$ cat src/core/aemp_pkg.sv
package aemp_pkg;

  // ----------------------------------------------------------------
  // widths
  // ----------------------------------------------------------------
  localparam int unsigned WORD_ADDR_W = 22;
  localparam int unsigned LANE_W      = 2;
  localparam int unsigned DATA_W      = 8;
  localparam int unsigned SPACES      = 4;
  localparam int unsigned SPACE_W     = 2;
  localparam int unsigned CNT_W       = 6;
  localparam int unsigned TA_W        = 2;
  localparam int unsigned PRIO_W      = 3;
  localparam int unsigned SYNC_STAGES = 2;

  // ----------------------------------------------------------------
  // reset values
  // ----------------------------------------------------------------
  localparam logic [SPACES-1:0] SELECT_IDLE = 4'hf;

  // ----------------------------------------------------------------
  // types
  // ----------------------------------------------------------------
  typedef enum logic [2:0] {
    AEMP_IDLE   = 3'b000,
    AEMP_SETUP  = 3'b001,
    AEMP_STROBE = 3'b010,
    AEMP_HOLD   = 3'b011,
    AEMP_TURN   = 3'b100
  } aemp_state_e;

  typedef struct packed {
    logic                   write;
    logic [SPACE_W-1:0]     space;
    logic [WORD_ADDR_W-1:0] word_addr;
    logic [LANE_W-1:0]      lane;
    logic [DATA_W-1:0]      wdata;
  } aemp_req_s;

  typedef struct packed {
    logic [CNT_W-1:0] setup;
    logic [CNT_W-1:0] strobe;
    logic [CNT_W-1:0] hold;
  } aemp_phase_s;

  typedef struct packed {
    logic        strobe_select;
    logic        ext_wait_enable;
    aemp_phase_s rd;
    aemp_phase_s wr;
    logic [TA_W-1:0] turnaround;
  } aemp_space_cfg_s;

endpackage

$ cat src/core/aemp_port.sv
`timescale 1ns/1ps
module aemp_port
(
  input  wire logic                             core_clk,
  input  wire logic                             reset,
  input  wire logic                             dma_valid,
  input  wire aemp_pkg::aemp_req_s              dma_req,
  input  wire logic [aemp_pkg::PRIO_W-1:0]      dma_prio,
  output logic                                  dma_ready,
  input  wire logic                             cpu_valid,
  input  wire aemp_pkg::aemp_req_s              cpu_req,
  input  wire logic [aemp_pkg::PRIO_W-1:0]      cpu_prio,
  output logic                                  cpu_ready,
  output logic                                  rd_done,
  output logic [aemp_pkg::DATA_W-1:0]           rd_data,
  output logic                                  wr_done,
  input  wire aemp_pkg::aemp_space_cfg_s        space_config [aemp_pkg::SPACES],
  input  wire logic                             wait_polarity,
  output logic                                  busy,
  output logic [aemp_pkg::WORD_ADDR_W-1:0]      word_addr_bus,
  output logic [aemp_pkg::LANE_W-1:0]           byte_lane_addr,
  output logic [aemp_pkg::SPACES-1:0]           space_select_n,
  output logic                                  rd_wr_select,
  output logic                                  output_enable_n,
  output logic                                  write_enable_n,
  input  wire logic [aemp_pkg::DATA_W-1:0]      ext_data_in,
  output logic [aemp_pkg::DATA_W-1:0]           ext_data_out,
  output logic                                  ext_data_oe,
  input  wire logic                             ext_wait_in
);

  // ----------------------------------------------------------------
  // state
  // ----------------------------------------------------------------
  // core_clk is the primary pll output through sysclk_div_six; no pin clock
  typedef struct packed {
    aemp_pkg::aemp_state_e          st;
    logic [aemp_pkg::CNT_W-1:0]     cnt;
    aemp_pkg::aemp_req_s            req;
    aemp_pkg::aemp_space_cfg_s      cfg;
    logic [aemp_pkg::DATA_W-1:0]    rdata;
    logic                           rd_done;
    logic                           wr_done;
    logic [aemp_pkg::SYNC_STAGES-1:0] wsync;
    logic [aemp_pkg::CNT_W+1:0]     acc_len;
  } aemp_port_s;

  aemp_port_s r;
  aemp_port_s next_r;

  logic                fwd_valid;
  aemp_pkg::aemp_req_s fwd_req;
  logic                fwd_ready;
  logic                wait_active;
  aemp_pkg::aemp_phase_s ph;

  aemp_request_switch u_switch
  (
    .core_clk  (core_clk),
    .reset     (reset),
    .dma_valid (dma_valid),
    .dma_req   (dma_req),
    .dma_prio  (dma_prio),
    .dma_ready (dma_ready),
    .cpu_valid (cpu_valid),
    .cpu_req   (cpu_req),
    .cpu_prio  (cpu_prio),
    .cpu_ready (cpu_ready),
    .fwd_valid (fwd_valid),
    .fwd_req   (fwd_req),
    .fwd_ready (fwd_ready)
  );

  // ----------------------------------------------------------------
  // sequencer
  // ----------------------------------------------------------------
  // only the second sync stage is read, polarity applied after it
  assign wait_active = (r.wsync[1] == wait_polarity) && r.cfg.ext_wait_enable;
  assign fwd_ready   = (r.st == aemp_pkg::AEMP_IDLE);
  assign ph          = r.req.write ? r.cfg.wr : r.cfg.rd;

  always_comb
  begin
    next_r         = r;
    next_r.wsync   = {r.wsync[0], ext_wait_in};
    next_r.rd_done = 1'b0;
    next_r.wr_done = 1'b0;
    // cycles spent in the current access, so its programmed length can be checked
    next_r.acc_len = ((r.st == aemp_pkg::AEMP_SETUP) || (r.st == aemp_pkg::AEMP_STROBE)
                     || (r.st == aemp_pkg::AEMP_HOLD)) ? r.acc_len + 1'b1 : '0;
    case (r.st)
      aemp_pkg::AEMP_IDLE:
      begin
        if (fwd_valid)
        begin
          next_r.req = fwd_req;
          next_r.cfg = space_config[fwd_req.space];
          next_r.cnt = '0;
          next_r.st  = aemp_pkg::AEMP_SETUP;
        end
      end
      aemp_pkg::AEMP_SETUP:
      begin
        next_r.cnt = r.cnt + 1'b1;
        if (r.cnt >= ph.setup)
        begin
          next_r.cnt = '0;
          next_r.st  = aemp_pkg::AEMP_STROBE;
        end
      end
      aemp_pkg::AEMP_STROBE:
      begin
        next_r.cnt = r.cnt + 1'b1;
        if (r.cnt >= ph.strobe && !wait_active)
        begin
          next_r.cnt = '0;
          next_r.st  = aemp_pkg::AEMP_HOLD;
          if (!r.req.write)
          begin
            next_r.rdata = ext_data_in;
          end
        end
        else if (r.cnt >= ph.strobe)
        begin
          next_r.cnt = r.cnt;
        end
      end
      aemp_pkg::AEMP_HOLD:
      begin
        next_r.cnt = r.cnt + 1'b1;
        if (r.cnt >= ph.hold)
        begin
          next_r.cnt     = '0;
          next_r.rd_done = !r.req.write;
          next_r.wr_done = r.req.write;
          next_r.st      = aemp_pkg::AEMP_TURN;
        end
      end
      aemp_pkg::AEMP_TURN:
      begin
        next_r.cnt = r.cnt + 1'b1;
        if (r.cnt >= aemp_pkg::CNT_W'(r.cfg.turnaround))
        begin
          next_r.cnt = '0;
          next_r.st  = aemp_pkg::AEMP_IDLE;
        end
      end
      default:
      begin
        next_r.st = aemp_pkg::AEMP_IDLE;
      end
    endcase
  end

  always_ff @(posedge core_clk or posedge reset)
  begin
    if (reset)
    begin
      r <= '0;
    end
    else
    begin
      r <= next_r;
    end
  end

  // ----------------------------------------------------------------
  // pins
  // ----------------------------------------------------------------
  logic in_access;
  logic in_strobe;

  always_comb
  begin
    in_access       = (r.st == aemp_pkg::AEMP_SETUP) || (r.st == aemp_pkg::AEMP_STROBE)
                      || (r.st == aemp_pkg::AEMP_HOLD);
    in_strobe       = (r.st == aemp_pkg::AEMP_STROBE);
    word_addr_bus   = r.req.word_addr;
    byte_lane_addr  = r.req.lane;
    space_select_n  = aemp_pkg::SELECT_IDLE;
    if (r.cfg.strobe_select ? in_strobe : in_access)
    begin
      space_select_n[r.req.space] = 1'b0;
    end
    rd_wr_select    = !(in_access && r.req.write);
    output_enable_n = !(in_strobe && !r.req.write);
    write_enable_n  = !(in_strobe && r.req.write);
    ext_data_out    = r.req.wdata;
    ext_data_oe     = in_access && r.req.write;
    rd_data         = r.rdata;
    rd_done         = r.rd_done;
    wr_done         = r.wr_done;
    busy            = !fwd_ready;
  end

  // ----------------------------------------------------------------
  // checks
  // ----------------------------------------------------------------
  a_idle_pins_high : assert property (@(posedge core_clk) disable iff (reset)
    (r.st == aemp_pkg::AEMP_IDLE) |-> (&space_select_n && output_enable_n && write_enable_n))
    else $error("strobes active while idle");
  a_oe_read_only : assert property (@(posedge core_clk) disable iff (reset)
    !output_enable_n |-> (in_strobe && !r.req.write))
    else $error("output enable outside read strobe");
  a_we_write_only : assert property (@(posedge core_clk) disable iff (reset)
    !write_enable_n |-> (in_strobe && r.req.write))
    else $error("write enable outside write strobe");
  a_rw_stable : assert property (@(posedge core_clk) disable iff (reset)
    (in_access && !$past(in_access)) |-> (rd_wr_select == !r.req.write))
    else $error("read/write select wrong at access start");
  a_single_access : assert property (@(posedge core_clk) disable iff (reset)
    (r.st != aemp_pkg::AEMP_IDLE) |-> !dma_ready && !cpu_ready)
    else $error("request taken while busy");
  a_one_select : assert property (@(posedge core_clk) disable iff (reset)
    $countones(~space_select_n) <= 1)
    else $error("more than one select active");
  a_wait_holds_strobe : assert property (@(posedge core_clk) disable iff (reset)
    (in_strobe && wait_active) |=> in_strobe)
    else $error("strobe ended under wait");
  a_ss_select : assert property (@(posedge core_clk) disable iff (reset)
    (r.cfg.strobe_select && !in_strobe) |-> &space_select_n)
    else $error("select outside strobe in strobe-select mode");
  a_data_drive : assert property (@(posedge core_clk) disable iff (reset)
    ext_data_oe |-> !rd_wr_select)
    else $error("bus driven during read");
  a_rw_whole : assert property (@(posedge core_clk) disable iff (reset)
    in_access |-> (rd_wr_select == !r.req.write))
    else $error("read/write select changed inside access");
  a_normal_select : assert property (@(posedge core_clk) disable iff (reset)
    (!r.cfg.strobe_select && in_access) |-> !space_select_n[r.req.space])
    else $error("select inactive inside normal-mode access");
  a_strobe_select : assert property (@(posedge core_clk) disable iff (reset)
    (r.cfg.strobe_select && in_strobe) |-> !space_select_n[r.req.space])
    else $error("select inactive in strobe-select strobe");
  a_addr_held : assert property (@(posedge core_clk) disable iff (reset)
    (in_access && $past(in_access)) |-> ($stable(word_addr_bus) && $stable(byte_lane_addr)))
    else $error("address moved inside access");
  a_wdata_held : assert property (@(posedge core_clk) disable iff (reset)
    (ext_data_oe && $past(ext_data_oe)) |-> $stable(ext_data_out))
    else $error("write data moved while driven");
  a_cfg_frozen : assert property (@(posedge core_clk) disable iff (reset)
    (in_access && $past(in_access)) |-> $stable(r.cfg))
    else $error("timing changed inside access");
  a_setup_end : assert property (@(posedge core_clk) disable iff (reset)
    (r.st == aemp_pkg::AEMP_SETUP && r.cnt >= ph.setup) |=> in_strobe)
    else $error("strobe late after setup");
  a_strobe_min : assert property (@(posedge core_clk) disable iff (reset)
    (in_strobe && r.cnt < ph.strobe) |=> in_strobe)
    else $error("strobe shorter than programmed");
  a_wait_release : assert property (@(posedge core_clk) disable iff (reset)
    (in_strobe && r.cnt >= ph.strobe && !wait_active) |=> (r.st == aemp_pkg::AEMP_HOLD))
    else $error("strobe kept without wait");
  a_hold_end : assert property (@(posedge core_clk) disable iff (reset)
    (r.st == aemp_pkg::AEMP_HOLD && r.cnt >= ph.hold) |=> (rd_done || wr_done))
    else $error("no done after hold");
  a_turn_min : assert property (@(posedge core_clk) disable iff (reset)
    (r.st == aemp_pkg::AEMP_TURN && r.cnt < aemp_pkg::CNT_W'(r.cfg.turnaround))
    |=> (r.st == aemp_pkg::AEMP_TURN))
    else $error("turnaround shorter than programmed");
  a_turn_end : assert property (@(posedge core_clk) disable iff (reset)
    (r.st == aemp_pkg::AEMP_TURN && r.cnt >= aemp_pkg::CNT_W'(r.cfg.turnaround)) |=> fwd_ready)
    else $error("not idle after turnaround");
  a_done_pulse : assert property (@(posedge core_clk) disable iff (reset)
    (rd_done || wr_done) |=> !(rd_done || wr_done))
    else $error("done longer than one cycle");
  a_idle_quiet : assert property (@(posedge core_clk) disable iff (reset)
    fwd_ready |-> (!ext_data_oe && rd_wr_select))
    else $error("bus driven while idle");
  a_access_len : assert property (@(posedge core_clk) disable iff (reset)
    (r.st == aemp_pkg::AEMP_HOLD && r.cnt >= ph.hold && !r.cfg.ext_wait_enable)
    |-> (r.acc_len == ({2'b00, ph.setup} + {2'b00, ph.strobe} + {2'b00, ph.hold} + 8'h02)))
    else $error("access length differs from programmed");

  c_read : cover property (@(posedge core_clk) disable iff (reset) rd_done);
  c_ss_read : cover property (@(posedge core_clk) disable iff (reset)
    rd_done && r.cfg.strobe_select);
  c_write : cover property (@(posedge core_clk) disable iff (reset) wr_done);
  c_wait : cover property (@(posedge core_clk) disable iff (reset) in_strobe && wait_active);
  c_clash : cover property (@(posedge core_clk) disable iff (reset)
    dma_valid && cpu_valid && fwd_ready);

  // ----------------------------------------------------------------
  // elaboration checks
  // ----------------------------------------------------------------
  // select decode needs one select per space code
  if (aemp_pkg::SPACES != (1 << aemp_pkg::SPACE_W))
  begin : g_bad_spaces
    $error("space count does not match space code width");
  end
  // the wait path reads stage two; a single stage would skip synchronising
  if (aemp_pkg::SYNC_STAGES != 2)
  begin : g_bad_sync
    $error("wait synchroniser needs two stages");
  end
  // turnaround is widened into the phase counter, never cut
  if (aemp_pkg::TA_W > aemp_pkg::CNT_W)
  begin : g_bad_turn
    $error("turnaround wider than phase counter");
  end

endmodule // aemp_port

$ cat src/core/aemp_request_switch.sv
`timescale 1ns/1ps
module aemp_request_switch
(
  input  wire logic                       core_clk,
  input  wire logic                       reset,
  input  wire logic                       dma_valid,
  input  wire aemp_pkg::aemp_req_s        dma_req,
  input  wire logic [aemp_pkg::PRIO_W-1:0] dma_prio,
  output logic                            dma_ready,
  input  wire logic                       cpu_valid,
  input  wire aemp_pkg::aemp_req_s        cpu_req,
  input  wire logic [aemp_pkg::PRIO_W-1:0] cpu_prio,
  output logic                            cpu_ready,
  output logic                            fwd_valid,
  output aemp_pkg::aemp_req_s             fwd_req,
  input  wire logic                       fwd_ready
);

  // ----------------------------------------------------------------
  // arbitration
  // ----------------------------------------------------------------
  // lower value ranks higher; ties go to the dma requester
  logic pick_dma;

  always_comb
  begin
    pick_dma = dma_valid && (!cpu_valid || (dma_prio <= cpu_prio));
    fwd_valid = dma_valid || cpu_valid;
    fwd_req   = pick_dma ? dma_req : cpu_req;
    dma_ready = fwd_ready && pick_dma;
    cpu_ready = fwd_ready && !pick_dma && cpu_valid;
  end

  a_tie_goes_dma : assert property (@(posedge core_clk) disable iff (reset)
    (dma_valid && cpu_valid && dma_prio == cpu_prio && fwd_ready) |-> dma_ready && !cpu_ready)
    else $error("tie not given to dma");
  a_one_grant : assert property (@(posedge core_clk) disable iff (reset)
    !(dma_ready && cpu_ready))
    else $error("both requesters granted");

endmodule // aemp_request_switch

$ cat config.mk
export PLATFORM = sky130hd
export DESIGN_NAME = aemp_port
export DESIGN_NICKNAME = d
export VERILOG_FILES = /design/src/core/aemp_pkg.sv /design/src/core/aemp_port.sv /design/src/core/aemp_request_switch.sv
export SDC_FILE = /design/constraint.sdc
export NUM_CORES = 1
export LEC_CHECK = 0
export ABC_AREA = 1
export BUFFER_PORTS_ARGS = -buffer_cell sky130_fd_sc_hd__buf_2
export CAP_MARGIN = 20
export CORE_ASPECT_RATIO = 0.9
export CORE_MARGIN = 3
export CORE_UTILIZATION = 45
export CTS_BUF_LIST = sky130_fd_sc_hd__clkbuf_16
export CTS_CLUSTER_SIZE = 8
export DETAILED_ROUTE_END_ITERATION = 16
export GPL_TIMING_DRIVEN = 0
export MAX_ROUTING_LAYER = met4
export PLACE_DENSITY = 0.74
export SLEW_MARGIN = 30
export SYNTH_ARGS = -nofsm -noshare
export SYNTH_HDL_FRONTEND = slang
export SYNTH_HIERARCHICAL = 1
export SYNTH_SLANG_ARGS = --single-unit
export TNS_END_PERCENT = 20
$ cat constraint.sdc
create_clock -name core_clk -period 3.2 [get_ports core_clk]
set_clock_uncertainty 0.15 [all_clocks]
set_input_delay 0.16 -clock core_clk [delete_from_list [all_inputs] [get_ports core_clk]]
set_output_delay 0.16 -clock core_clk [all_outputs]
set_load 0.01 [all_outputs]
==> impl_metrics.py, run 1 <==
metrics = {
    "run_status": {
        "status": "completed",
    },
    "yosys": {
        "synth_area_per_cell_um2": 6.79,
        "netlist_area_um2": 6640,
        "synth_seq_cells": 96,
        "seq_area_frac_synth": 0.362,
        "yosys_warnings": 6,
        "synth_cell_type_count": 31,
        "ys_top_cells_by_area": "dfrtp_1 36%, nand2_1 18%, o21ai_0 7.7%",
        "synth_nets": 1252,
        "synth_cells": 978,
        "yosys.area.top_type": "dfrtp_1",
        "synthDominantCellAreaShare": 0.362,
    },
    "die": {
        "fp.dieW_um": 134,
        "num_rows": 41,
        "start_util": 0.467,
        "dieArea_um2": 16200,
        "ios": 303,
        "dieHeight_um": 121,
        "core_area_um2": 14200,
    },
    "worst_setup_path": {
        "cp.required_ns": 3.28,
        "cp.arrival_ns": 3.01,
        "cp_slowest_stage_delay_ns": 0.48,
        "worstSetupPathType": "flop to flop",
        "crit_top_cell": "nand2_1",
        "crit_path_max_fanout": 10,
        "path_cells": "clkbuf_1, clkbuf_1, nand2_1, o21ai_0, ha_1, nand2_1, nor2_1, nand2_1, nand2_1, nor2_1, nor2_1, nand2_2, nand3_1, nand2_1",
        "cp-end-kind": "flop",
        "start_kind": "flop",
        "critPathSlowestCell": "clkbuf_1",
    },
    "global_routing": {
        "grt_pass1_wl_um": 34900,
        "grt_max_degree": 67,
        "antenna_found_initial": 0,
        "first_global_vias": 7517,
        "grt-ovfl-total": 0,
        "track_usage": 0.273,
    },
    "clock_tree": {
        "insertion_delay_ns": 0.35,
        "numClockSinks": 96,
        "path_clk_slew_ns": 0.06,
        "clk_path_buf_depth": 2,
        "htreeDepth": 3,
        "numCtsBuffers": 9,
        "root_buffer": "clkbuf_16",
        "cts_tree": "built",
    },
    "timing": {
        "holdWs_ns": 0.0113,
        "rsz0062_at_grt": "false",
        "period_needed_ns": 2.93,
        "fmax_mhz": 342,
        "tightest_slew_ns": 0.558,
        "hold_viol": 0,
        "tns_ns": 0,
        "finalSetupViolations": 0,
        "slew_headroom": 0.628,
        "drv_slew": 0,
        "fin_crit_sh": 0.915,
    },
    "routing": {
        "postRouteWirelength_um": 22200,
        "drt.antenna.violating_nets": 0,
        "drc_errors": 0,
        "initialDrtViolationCount": 491,
        "wl_per_cell_um": 14.3,
        "vias": 7802,
        "dr.pass1.iters": 6,
        "vias_per_cell": 5.05,
    },
    "place": {
        "gp_congestion": 0.896,
        "port-buffer-count": 302,
        "dpl.hpwl_um": 16800,
    },
    "power_and_ir_drop": {
        "power_density_nw_per_um2": 650,
        "switching_power_mw": 2.52,
        "swShare": 0.419,
        "p_int_mw": 3.49,
        "pwr-share-clk": 0.158,
        "pwr-share-comb": 0.506,
        "power_frac_seq": 0.335,
        "power_leakage_nw": 5.20,
        "peakVddDrop_v": 0.000371,
    },
    "cells_and_area": {
        "fin_nets": 1622,
        "postLayoutCoreUtil": 0.650,
        "drive_gt1_frac": 0.308,
        "synthToLayoutAreaGrowth_pct": 39.2,
        "diodes": 0,
    },
    "worst_hold_path": {
        "hold_path.class": "input port to flop",
    },
    "job": {
        "cap_violations": 0,
    },
}
[cell usage after synthesis, drive strengths merged]
cell and count:
nor4 1, inv 70, a21o 2, or2 1, nand3 55, nand2 342, xor2 2, mux2i 2
nand4 2, clkbuf 33, o21ai 127, buf 62, xnor2 1, dfrtp 96, nor2 108, ha 24
nor3 3, nor3b 1, a21oi 6, o22ai 40
[layer usage]
| metal | up-vias | global-route usage | part of all wire |
|---|---|---|---|
| li1 | 3839 | - | - |
| met1 | 3579 | 0.340 | 0.42 |
| met2 | 312 | 0.452 | 0.49 |
| met3 | 72 | 0.0431 | 0.059 |
| met4 | 0 | 0.106 | 0.036 |
| met5 | - | - | 0 |
[layout by cell type, fill, tap and decap left out, drive strengths merged, types with 3 or more instances in the layout]
| cell | synthesis | layout |
|---|---|---|
| nand2 | 342 | 342 |
| nand3 | 55 | 55 |
| dlygate4sd3 | 0 | 56 |
| dfrtp | 96 | 96 |
| ha | 24 | 24 |
| a21oi | 6 | 6 |
| buf | 62 | 365 |
| o22ai | 40 | 40 |
| clkinv | 0 | 4 |
| nor3 | 3 | 3 |
| clkbuf | 33 | 42 |
| nor2 | 108 | 108 |
| inv | 70 | 73 |
| o21ai | 127 | 127 |
[per-stage QoR]
stage	instance area, um2	worst slack (ns)	cells	total power [mW]
CTS	9240	0.315	1546	6.00
floorplan	6640	0.385	978	3.94
finish	9240	0.273	1546	6.01
detailed placement	8420	0.215	1474	4.96
global route	9240	0.0118	1546	6.52
global placement	8390	-0.725	1473	4.89
[flip-flops by register name, indices dropped and copies added (netlist names)]
| name | count |
|---|---|
| byte_lane_addr | 2 |
| ext_data_out | 8 |
| next_r | 1 |
| r | 53 |
| rd_data | 8 |
| rd_done | 1 |
| word_addr_bus | 22 |
| wr_done | 1 |
[path summary, 6_finish.rpt]
check | cells past startpoint | endpoint | slack (ns) | from
setup reg to reg | 14 | r[98] | 0.27 | r[94]
max in group asynchronous | 4 | word_addr_bus[3] | 2.10 | reset
min in group asynchronous | 3 | wr_done | 0.19 | reset
hold reg to reg | 0 | r[9] | 0.21 | next_r[9]
setup / recovery | 14 | r[98] | 0.27 | r[94]
hold / removal | 5 | ext_data_out[0] | 0.01 | dma_req[0]
[worst max-delay path, delay by kind of cell (launching register included)]
family,cells,cell delay (ns)
AND/OR/NAND/NOR,10,1.14
buffers and inverters,2,0.92
flip-flops,1,0.32
adder cells (fa/ha/maj),1,0.15
AO/OA/AOI/OAI,1,0.13
[final cells by class]
type | count | area, um2
Fill cell | 1316 | 4970
Multi-Input combinational cell | 717 | 3410
Sequential cell | 96 | 2400
Timing Repair Buffer | 359 | 2100
Buffer | 95 | 564
Inverter | 70 | 268
Tap cell | 193 | 241
Clock buffer | 9 | 225
Clock inverter | 7 | 32.5
[power groups by stage]
stage | clock, mW | combinational, mW | sequential [mW]
final | 0.952 | 3.04 | 2.01
after detailed placement | 0 | 2.95 | 2.01
after CTS | 0.973 | 3.03 | 2.00
after floorplan | 0 | 2.03 | 1.91
after global routing | 1.02 | 3.43 | 2.07
after global placement | 0 | 2.88 | 2.01
[kinds of logic after synthesis]
family,count (synthesis),share of synthesized area
fa+ha+maj,24,0.0452
compound gates,175,0.145
flops,96,0.362
buf+inv,165,0.125
xor+xnor,3,0.00396
simple gates,513,0.317
mux,2,0.00302
[what timing repair did]
action,in CTS,in global routing
gates resized for setup,0,0
buffers inserted,0,0
endpoints found under the hold margin,81,0
hold buffers,56,0
Power figures use the tool's default switching activity.
==> inputs of run 2 (changes only) <==
- PLACE_DENSITY: 0.74 -> 0.75
- REMOVE_ABC_BUFFERS: unset -> 1
==> run 2 against run 1 <==
Clock power rose by 21%. Core utilization down 2.9 points. Maximum frequency down 2.3%. Critical path type is now input port to flop. Largest cell class unchanged. Largest power group unchanged.
==> impl_metrics.py, run 2 (synthesis results as in run 1) <==
metrics = {
    "cells_and_area": {
        "layout.cells.non_filler": 1453,
        "largest_reg_flops": 53,
        "synthToLayoutAreaGrowth_pct": 33.0,
        "final_common_cell": "nand2_1",
        "fin_nets": 1529,
        "postLayoutCellArea_um2": 8830,
        "diodes": 0,
        "regMostFlops": "r",
        "final_cell_mix": "323 x nand2_1, 302 x buf_2, 104 x nor2_1, 102 x o21ai_0, 95 x dfrtp_1",
        "drive_gt1_frac": 0.290,
    },
    "worst_setup_path": {
        "cp.arrival_ns": 3.09,
        "cp-end-kind": "flop",
        "crit_path_max_fanout": 81,
        "ff2ff_path_depth": 11,
        "start_kind": "input port",
        "worstSetupPathType": "input port to flop",
        "cp.required_ns": 3.30,
        "r2r_slack_ns": 0.42,
    },
    "timing": {
        "fmax_mhz": 334,
        "period_needed_ns": 2.99,
        "finalSetupViolations": 0,
        "rsz0062_at_grt": "false",
        "fin_crit_sh": 0.936,
        "setup_ws_ns": 0.205,
        "slew_headroom": 0.471,
        "drv_slew": 0,
        "tightest_slew_ns": 0.793,
        "hold_viol": 0,
        "tns_ns": 0,
    },
    "die": {
        "core_area_um2": 14200,
        "dieHeight_um": 121,
        "num_rows": 41,
        "start_util": 0.467,
        "fp.dieW_um": 134,
        "dieArea_um2": 16200,
        "ios": 303,
    },
    "place": {
        "placed_area_um2": 7930,
        "gp_congestion": 0.855,
        "dpl_worst_slack_ns": -0.534,
        "placedCellCount": 1381,
        "dpl.hpwl_um": 13700,
        "port-buffer-count": 302,
    },
    "routing": {
        "initialDrtViolationCount": 401,
        "vias_per_cell": 4.99,
        "drt.antenna.violating_nets": 0,
        "postRouteWirelength_um": 19900,
        "dr.pass1.iters": 5,
        "vias": 7248,
        "wl_per_cell_um": 13.7,
        "drc_errors": 0,
    },
    "power_and_ir_drop": {
        "p_int_mw": 3.37,
        "power_frac_seq": 0.349,
        "power_density_nw_per_um2": 650,
        "pwr-share-clk": 0.200,
        "pwr-share-comb": 0.451,
        "power_leakage_nw": 4.91,
        "finalPower_mw": 5.74,
        "peakVddDrop_v": 0.000289,
        "swShare": 0.412,
        "switching_power_mw": 2.37,
    },
    "global_routing": {
        "grt-ovfl-total": 0,
        "grt_pass1_wl_um": 31900,
        "grt_max_degree": 82,
        "track_usage": 0.244,
        "antenna_found_initial": 0,
        "first_global_vias": 6761,
    },
    "clock_tree": {
        "cts_tree": "built",
        "clk_path_buf_depth": 2,
        "htreeDepth": 3,
        "insertion_delay_ns": 0.33,
        "root_buffer": "clkbuf_16",
        "numCtsBuffers": 9,
        "path_clk_slew_ns": 0.07,
        "numClockSinks": 96,
    },
    "worst_hold_path": {
        "holdPathStages": 5,
        "hold_path.class": "input port to flop",
    },
    "job": {
        "cap_violations": 0,
    },
    "run_status": {
        "status": "completed",
    },
}
run 2: changes by cell type in the layout (fill, tap and decap cells not counted), moves of 2 or more:
cell	previous run	this run
nand2_1	325	323
inv_8	0	2
buf_6	4	0
inv_1	64	61
inv_2	8	6
buf_4	42	0
clkinv_1	2	0
bufinv_16	0	2
clkbuf_1	33	0
nand2_4	2	5
buf_2	318	302
run 2: metrics by stage:
step	util	hold WS (ns)
global route	0.621	0.0279
finish	0.621	0.00490
floorplan	-	0.0414
detailed placement	0.558	0.0684
global placement	0.551	0.119
CTS	0.620	0.000620
run 2: power groups by stage:
stage	clock (mW)	sequential (mW)	combinational, mW
after floorplan	0	2.07	1.48
after global placement	0	2.01	2.45
after detailed placement	0	2.02	2.53
after CTS	1.17	2.00	2.61
after global routing	1.23	2.08	2.97
final	1.15	2.00	2.59
run 2: critical path, stage by stage:
cell and delay, ns:
buf_2 0.08, inv_1 0.05, ha_1 0.31, a21oi_1 0.17, nand2_2 0.08, nand2_4 0.34, nand2_4 0.39, nand2_2 0.22
nand2_4 0.16, buf_12 0.23, inv_8 0.35, o21ai_0 0.13, o22ai_1 0.19, nand2_1 0.07, o21ai_0 0.08
run 2: area by class of cell:
| cell class | instances | area (um2) |
|---|---|---|
| Fill cell | 1325 | 5380 |
| Inverter | 70 | 285 |
| Sequential cell | 96 | 2400 |
| Clock inverter | 7 | 95.1 |
| Timing Repair Buffer | 361 | 2150 |
| Multi-Input combinational cell | 717 | 3430 |
| Clock buffer | 9 | 225 |
| Tap cell | 193 | 241 |
run 2: repair_timing:
action,in CTS,in global routing
hold endpoints to repair,87,0
hold buffers,56,0
endpoints found under the setup margin,40,40
buffers inserted,0,0
pin swaps,0,0
gates resized for setup,1,5
run 2: worst paths after layout:
check,to,start
worst max register to register,r[95],r[94]
worst max-delay path,r[51],cpu_prio[2]
min in group asynchronous,word_addr_bus[20],reset
worst min-delay path,r[94],cpu_req[34]
max in group asynchronous,r[23],reset
worst min register to register,r[9],next_r[9]
run 2: metal layers:
metal	part of all wire	GRT usage	vias to the layer above
li1	-	-	3657
met1	0.44	0.313	3278
met2	0.48	0.402	270
met3	0.058	0.0357	43
met4	0.023	0.0763	0
met5	0	-	-
